==> config.mk <==
export PLATFORM = sky130hd
export DESIGN_NAME = trw_top
export DESIGN_NICKNAME = d
export VERILOG_FILES = /design/src/pkg/trw_pkg.sv /design/src/verilog/trw_top.sv /design/src/verilog/trw_hold_regs.sv
export SDC_FILE = /design/constraint.sdc
export NUM_CORES = 1
export LEC_CHECK = 0
export ABC_AREA = 0
export ABC_CLOCK_PERIOD_IN_PS = 2500
export BUFFER_PORTS_ARGS = -buffer_cell sky130_fd_sc_hd__buf_2
export CORE_ASPECT_RATIO = 0.7
export CORE_MARGIN = 10
export CORE_UTILIZATION = 56
export CTS_BUF_LIST = sky130_fd_sc_hd__clkbuf_8 sky130_fd_sc_hd__clkbuf_16
export DETAILED_ROUTE_END_ITERATION = 7
export PLACE_DENSITY = 0.86
export SLEW_MARGIN = 20
export SYNTH_ARGS = -nofsm -noshare
export SYNTH_HDL_FRONTEND = slang
export SYNTH_HIERARCHICAL = 1
export SYNTH_SLANG_ARGS = --single-unit
==> constraint.sdc <==
create_clock -name pclk -period 2.5 [get_ports pclk]
set_input_delay 0.125 -clock pclk [delete_from_list [all_inputs] [get_ports pclk]]
set_output_delay 0.125 -clock pclk [all_outputs]
set_load 0.01 [all_outputs]
==> src/pkg/trw_pkg.sv <==
// Constants and types for the table read/write unit.
// Assumes a 16-bit word program memory that answers in the cycle of its read strobe.
package trw_pkg;
  // ---------------------------------------------------------------
  // Widths
  // ---------------------------------------------------------------
  localparam int unsigned PTR_W     = 21;
  localparam int unsigned HOLD_N    = 8;
  localparam int unsigned HOLD_IW   = 3;
  // ---------------------------------------------------------------
  // Opcodes: upper 14 bits select the instruction, low 2 bits the mode
  // ---------------------------------------------------------------
  localparam logic [13:0] OP_READ   = 14'h0002;
  localparam logic [13:0] OP_WRITE  = 14'h0003;
  // ---------------------------------------------------------------
  // APB map (byte addresses)
  // ---------------------------------------------------------------
  localparam logic [7:0]  ADDR_PTR    = 8'h00;
  localparam logic [7:0]  ADDR_LATCH  = 8'h04;
  localparam logic [7:0]  ADDR_STATUS = 8'h08;
  localparam logic [7:0]  ADDR_HOLD   = 8'h20;
  // ---------------------------------------------------------------
  // Reset values
  // ---------------------------------------------------------------
  localparam logic [20:0] RST_PTR   = 21'h000000;
  localparam logic [7:0]  RST_LATCH = 8'h00;
  localparam logic [7:0]  RST_HOLD  = 8'hff;
  // ---------------------------------------------------------------
  // Types
  // ---------------------------------------------------------------
  typedef enum logic [1:0] {
    MODE_NONE     = 2'b00,
    MODE_POST_INC = 2'b01,
    MODE_POST_DEC = 2'b10,
    MODE_PRE_INC  = 2'b11
  } trw_mode_t;

  typedef enum logic [1:0] {
    ST_IDLE     = 2'b00,
    ST_ACCESS   = 2'b01,
    ST_COMPLETE = 2'b10
  } trw_st_t;
endpackage : trw_pkg

==> src/verilog/trw_top.sv <==
// Table read/write unit: executes table read and table write instructions.
// Assumes the decoder offers an opcode only while busy is low, and that
// program memory returns pm_rdata in the same cycle that pm_rd is high.
//
// Contract
// - Read opcode ends 10 plus mode; 0 none,1 post-inc,2 post-dec,3 pre-inc
// - Pointer is a 21-bit byte address spanning 2 Mbytes
// - Pointer bit 0 picks low (0) or high (1) byte of the word
// - Read loads addressed memory byte into latch, adjusting pointer per mode
// - Write copies latch into holding register chosen by pointer low 3 bits
// - Write opcode ends 11 plus mode, same mode values as reads
// - Write loads only holding register, never touches program memory
`timescale 1ns/1ps
module trw_top
  import trw_pkg::*;
(
  input  wire logic        pclk,
  input  wire logic        presetn,
  // Instruction port
  input  wire logic        instr_valid,
  input  wire logic [15:0] instr_opcode,
  output logic             busy,
  output logic             done,
  // Program memory read port
  output logic             pm_rd,
  output logic [19:0]      pm_addr,
  input  wire logic [15:0] pm_rdata,
  // Holding registers toward the flash programmer
  output logic [63:0]      hold_data,
  // APB slave
  input  wire logic        psel,
  input  wire logic        penable,
  input  wire logic        pwrite,
  input  wire logic [7:0]  paddr,
  input  wire logic [31:0] pwdata,
  output logic             pready,
  output logic [31:0]      prdata,
  output logic             pslverr
);
  import trw_pkg::*;

  typedef struct packed {
    trw_st_t     st;
    logic        is_write;
    trw_mode_t   mode;
    logic [20:0] ptr;
    logic [20:0] eff;
    logic [7:0]  latch;
    logic        pm_rd;
    logic [19:0] pm_addr;
    logic        busy;
    logic        done;
    logic        pready;
    logic        pslverr;
    logic [31:0] prdata;
  } trw_state_t;

  trw_state_t  s;
  trw_state_t  next_s;

  logic        is_rd_op;
  logic        is_wr_op;
  logic        accept;
  logic [20:0] ptr_inc;
  logic [20:0] ptr_dec;
  logic [7:0]  byte_sel;
  logic        hold_we;
  logic        apb_setup;
  logic        apb_write;
  logic [7:0]  hold_byte;

  // ---------------------------------------------------------------
  // Decode and datapath helpers
  // ---------------------------------------------------------------
  // Opcode match on the upper 14 bits
  assign is_rd_op  = instr_opcode[15:2] == OP_READ;
  assign is_wr_op  = instr_opcode[15:2] == OP_WRITE;
  assign accept    = instr_valid && s.st == ST_IDLE && (is_rd_op || is_wr_op);
  // Pointer arithmetic wraps inside the 21-bit space
  assign ptr_inc   = s.ptr + 21'h000001;
  assign ptr_dec   = s.ptr - 21'h000001;
  // Byte lane select within the fetched word
  assign byte_sel  = s.eff[0] ? pm_rdata[15:8] : pm_rdata[7:0];
  // Holding register written only in the completing cycle of a write
  assign hold_we   = s.st == ST_COMPLETE && s.is_write;
  assign apb_setup = psel && !penable;
  assign apb_write = psel && penable && s.pready && pwrite;
  assign hold_byte = hold_data[{paddr[4:2], 3'b000} +: 8];

  // ---------------------------------------------------------------
  // Next state
  // ---------------------------------------------------------------
  always_comb begin
    next_s      = s;
    next_s.done = 1'b0;
    unique case (s.st)
      ST_IDLE: begin
        if (accept) begin
          next_s.st       = ST_ACCESS;
          next_s.busy     = 1'b1;
          next_s.is_write = is_wr_op;
          next_s.mode     = trw_mode_t'(instr_opcode[1:0]);
          // Pre-increment moves the pointer before the access
          if (trw_mode_t'(instr_opcode[1:0]) == MODE_PRE_INC) begin
            next_s.ptr = ptr_inc;
            next_s.eff = ptr_inc;
          end else begin
            next_s.eff = s.ptr;
          end
        end
      end
      ST_ACCESS: begin
        // Memory request only for reads
        next_s.st      = ST_COMPLETE;
        next_s.pm_rd   = !s.is_write;
        next_s.pm_addr = s.eff[20:1];
      end
      ST_COMPLETE: begin
        next_s.st    = ST_IDLE;
        next_s.pm_rd = 1'b0;
        next_s.busy  = 1'b0;
        next_s.done  = 1'b1;
        if (!s.is_write) begin
          next_s.latch = byte_sel;
        end
        // Post adjustment after the transfer
        unique case (s.mode)
          MODE_POST_INC: next_s.ptr = ptr_inc;
          MODE_POST_DEC: next_s.ptr = ptr_dec;
          MODE_NONE,
          MODE_PRE_INC:  next_s.ptr = s.ptr;
        endcase
      end
      default: begin
        next_s.st    = ST_IDLE;
        next_s.busy  = 1'b0;
        next_s.pm_rd = 1'b0;
      end
    endcase

    // APB: answer registered in setup, one-cycle access phase
    next_s.pready = apb_setup;
    if (apb_setup) begin
      next_s.prdata  = 32'h00000000;
      next_s.pslverr = 1'b0;
      if (paddr == ADDR_PTR) begin
        next_s.prdata  = {11'h000, s.ptr};
        next_s.pslverr = pwrite && s.busy;
      end else if (paddr == ADDR_LATCH) begin
        next_s.prdata  = {24'h000000, s.latch};
        next_s.pslverr = pwrite && s.busy;
      end else if (paddr == ADDR_STATUS) begin
        next_s.prdata  = {31'h00000000, s.busy};
        next_s.pslverr = pwrite;
      end else if (paddr[7:5] == ADDR_HOLD[7:5] && paddr[1:0] == 2'b00) begin
        next_s.prdata  = {24'h000000, hold_byte};
        next_s.pslverr = pwrite;
      end else begin
        next_s.pslverr = 1'b1;
      end
    end
    // Software writes land only when accepted without error
    if (apb_write && !s.pslverr) begin
      if (paddr == ADDR_PTR) begin
        next_s.ptr = pwdata[20:0];
      end else if (paddr == ADDR_LATCH) begin
        next_s.latch = pwdata[7:0];
      end
    end
  end

  // ---------------------------------------------------------------
  // State register
  // ---------------------------------------------------------------
  always_ff @(posedge pclk or negedge presetn) begin
    if (!presetn) begin
      s <= '{st: ST_IDLE, is_write: 1'b0, mode: MODE_NONE, ptr: RST_PTR,
             eff: RST_PTR, latch: RST_LATCH, pm_rd: 1'b0, pm_addr: 20'h00000,
             busy: 1'b0, done: 1'b0, pready: 1'b0, pslverr: 1'b0,
             prdata: 32'h00000000};
    end else begin
      s <= next_s;
    end
  end

  // ---------------------------------------------------------------
  // Holding registers
  // ---------------------------------------------------------------
  trw_hold_regs #(
    .N (HOLD_N)
  ) u_hold (
    .pclk      (pclk),
    .presetn   (presetn),
    .wr_en     (hold_we),
    .wr_idx    (s.eff[2:0]),
    .wr_data   (s.latch),
    .hold_data (hold_data)
  );

  // Outputs straight from state flops
  assign busy    = s.busy;
  assign done    = s.done;
  assign pm_rd   = s.pm_rd;
  assign pm_addr = s.pm_addr;
  assign pready  = s.pready;
  assign prdata  = s.prdata;
  assign pslverr = s.pslverr;

  // Unselected holding registers keep their bytes
  for (genvar i = 0; i < HOLD_N; i++) begin : g_keep

  end
endmodule : trw_top

==> src/verilog/trw_hold_regs.sv <==
// Eight byte-wide holding registers that stage data for flash programming.
// Assumes the writer presents one write strobe with index and data.
`timescale 1ns/1ps
module trw_hold_regs
  import trw_pkg::*;
#(
  parameter int unsigned N = trw_pkg::HOLD_N
) (
  input  wire logic           pclk,
  input  wire logic           presetn,
  input  wire logic           wr_en,
  input  wire logic [2:0]     wr_idx,
  input  wire logic [7:0]     wr_data,
  output logic      [N*8-1:0] hold_data
);
  import trw_pkg::*;

  typedef struct packed {
    logic [N-1:0][7:0] bytes;
  } trw_hold_t;

  trw_hold_t          s;
  trw_hold_t          next_s;
  logic [N-1:0][7:0]  next_bytes;

  // ---------------------------------------------------------------
  // Per-entry write select
  // ---------------------------------------------------------------
  for (genvar i = 0; i < N; i++) begin : g_ent
    assign next_bytes[i] = (wr_en && wr_idx == 3'(i)) ? wr_data : s.bytes[i];
  end

  // Next state
  always_comb begin
    next_s       = s;
    next_s.bytes = next_bytes;
  end

  // State register
  always_ff @(posedge pclk or negedge presetn) begin
    if (!presetn) begin
      s <= '{bytes: {N{RST_HOLD}}};
    end else begin
      s <= next_s;
    end
  end

  assign hold_data = s.bytes;
endmodule : trw_hold_regs

==> flow_summary_export.csv <==
group,metric,value,unit
grt,antenna_found_initial,1,
clocking,cts_tree,"built",
floorplan,fp.dieH,129,microns
place,placed_area,10800,sq um
place,dp_hpwl,24500,microns
min_path,hold_class,"in2reg",
layout,final_area,11600,sq um
clocking,numCtsBuffers,17,
setup_path,crit_chain,"or4_1 > nor3_1 > a31oi_1 > a311o_1 > o211ai_1 > a31oi_1",
clocking,cts_sinks,165,
setup_path,critPathKind,"reg2reg",
timing,finalSetupTns,0,ns
yosys,netlist_area,9570,sq um
clocking,ctsResizeCount,0,
place,globalplace.congestion,1.06,
layout,drive_gt1_share,42.5,%
layout,synthToLayoutAreaGrowth,21.5,%
layout,mostFrequentLayoutCells,"buf_2 (175), nand2_1 (122), dfrtp_1 (101), mux2_2 (92), buf_4 (88)",
setup_path,critPathMaxFanout,6,
route,drt_first_pass_iters,8,
timing,final-setup-viol-count,0,
yosys,avgSynthCellArea,10.0,sq um
status,run_status,"completed",
clocking,root_buffer,"clkbuf_16",
route,drt-total-wl,32700,microns
setup_path,critPathLaunchType,"flip-flop",
layout,final_common_cell,"buf_2",
yosys,syn_inst,955,
grt,grt_pass1_wl,50800,microns
power,power.density,482,nW/um^2
timing,min_period,2.35,ns
timing,whs,0.0375,ns
floorplan,io-pin-count,199,
layout,final_util,70.3,%
route,vias_per_cell,6.28,
floorplan,core-area,16500,sq um
place,port_buffers,176,
setup_path,cp_data_required_time,2.82,ns
setup_path,crit_top_cell,"a31oi_1",
timing,tightestPinTransition,0.809,ns
timing,clock-skew-final,0.0123,ns
grt,grt_start_max_net_pins,78,
route,ant_nets,0,
yosys,ys_async_sr_fraction,100,%
setup_path,crit_buf_inv,0,
grt,grt_use_total,28.6,%
timing,period_share,93.9,%
power,peakVddDrop,0.297,mV
floorplan,start_util,57.9,%
grt,grt_pass1_vias,8586,
place,dp_worst_setup_slack,0.258,ns
floorplan,dieArea,22800,sq um
timing,finalHoldViolations,0,
timing,max_slew_margin,46.0,%
timing,final_max_slew_viol_count,0,
route,drtIter0Drc,1111,
clocking,cts_max_path_buffers,2,
setup_path,arrival,2.66,ns
yosys,synth_flop_cell,"dfrtp_1",
yosys,synth_edf_count,0,
yosys,ys_ff_latch,165,
layout,diodes,0,
setup_path,cpMaxStageDelayCell,"or4_1",
clocking,worstSkewPairLatency,0.44,ns
route,wl_per_cell,23.5,microns
timing,rsz0062_at_grt,"false",
floorplan,row_count,39,
grt,grt_overflow,0,
yosys,ys_warn_count,6,
setup_path,cp-end-kind,"flip-flop",
yosys,synthDistinctLibCells,79,
route,drc,0,
clocking,cts_setup_buffers,0,
setup_path,path_delay_family,"simple AND/OR/NAND/NOR gates",
route,vias,8727,
clocking,h-tree-depth,4,
clocking,hold_buffers,25,
timing,max_freq,426,MHz
timing,fin_ws,0.153,ns
yosys,synth_seq_area_share,44.0,%
power,leakagePower,0.00538,uW
run,drv_cap,0,
setup_path,reg2reg_slack,0.15,ns
clocking,path_clk_slew,0.07,ns
setup_path,cpPeakStageDelay,0.60,ns
layout,fin_nets,1234,
floorplan,fp.dieW,176,microns
[worst min-delay path: stages]
cell and delay (ns):
buf_2 0.11, nor2_1 0.14, a221oi_2 0.05
[power breakdown]
group,switching (uW),internal (uW)
Clock,1190,1450
Combinational,170,115
Sequential,8.00,2680
[logic make-up (layout without fill, tap and decap cells)]
logic type,Yosys count,in the layout,synth area share (%)
buf+inv,140,340,8.03
xor+xnor,26,26,2.38
mux,120,120,15.9
simple gates,318,318,17.0
compound gates,181,181,12.2
fa+ha+maj,4,4,0.523
other cells,1,11,0.0392
flops,165,165,44.0
[worst paths after layout]
path                                                     to  cells past startpoint              startpoint
max                                        s[104]$_DFF_PN0_                      6        s[100]$_DFF_PN0_
min                                         s[97]$_DFF_PN0_                      3              pwdata[11]
max reg2reg                                s[104]$_DFF_PN0_                      6        s[100]$_DFF_PN0_
min reg2reg                          prdata[19]$_DFFE_PN0P_                      2  prdata[19]$_DFFE_PN0P_
max in group asynchronous  u_hold/hold_data[55]$_DFFE_PN1P_                      3                 presetn
min in group asynchronous           pm_addr[16]$_DFFE_PN0P_                      2                 presetn
[metal layers]
layer / global-route usage [%] / up-vias / share of wire [%]
met2: 40.9 / 685 / 42
met4: 8.65 / 0 / 2.1
li1: - / 3809 / -
met1: 39.8 / 4172 / 42
met5: 0 / - / 0
met3: 10.5 / 61 / 14
[synth_stat cells, drive strengths merged, types with 16 or more instances]
| library cell | instances | area share (%) |
|---|---|---|
| xnor2 | 17 | 1.6 |
| mux4 | 16 | 3.8 |
| clkbuf | 40 | 1.6 |
| nand3 | 37 | 2.0 |
| buf | 83 | 5.8 |
| dfrtp | 101 | 26 |
| nor3 | 19 | 1.0 |
| nor2 | 57 | 2.2 |
| o21ai | 71 | 3.7 |
| a21oi | 29 | 1.5 |
| nor4 | 17 | 1.5 |
| dfstp | 64 | 18 |
| nand2 | 123 | 4.9 |
| mux2 | 93 | 11 |
[layout make-up]
| class | instances | area (sq um) |
|---|---|---|
| fillers | 1199 | 4910 |
| clock inverters | 12 | 108 |
| well taps | 225 | 282 |
| repair buffers | 291 | 1840 |
| multi-input cells | 660 | 4640 |
| inverters | 17 | 63.8 |
| flip-flops and latches | 165 | 4210 |
| clock buffers | 20 | 489 |
[sequential cells by signal, indices dropped and copies added (netlist names)]
signal            count
busy                  1
done                  1
pm_addr              20
pm_rd                 1
pslverr               1
pready                1
u_hold/hold_data     64
s                    55
prdata               21
[metrics by stage]
stage | total power [uW] | cells
2_1_floorplan | 2840 | 965
3_3_place_gp | 2990 | 1333
3_5_place_dp | 2990 | 1333
4_1_cts | 5620 | 1390
5_1_grt | 5780 | 1390
6_report | 5610 | 1390
No activity file was read; power rests on OpenSTA's default activity.
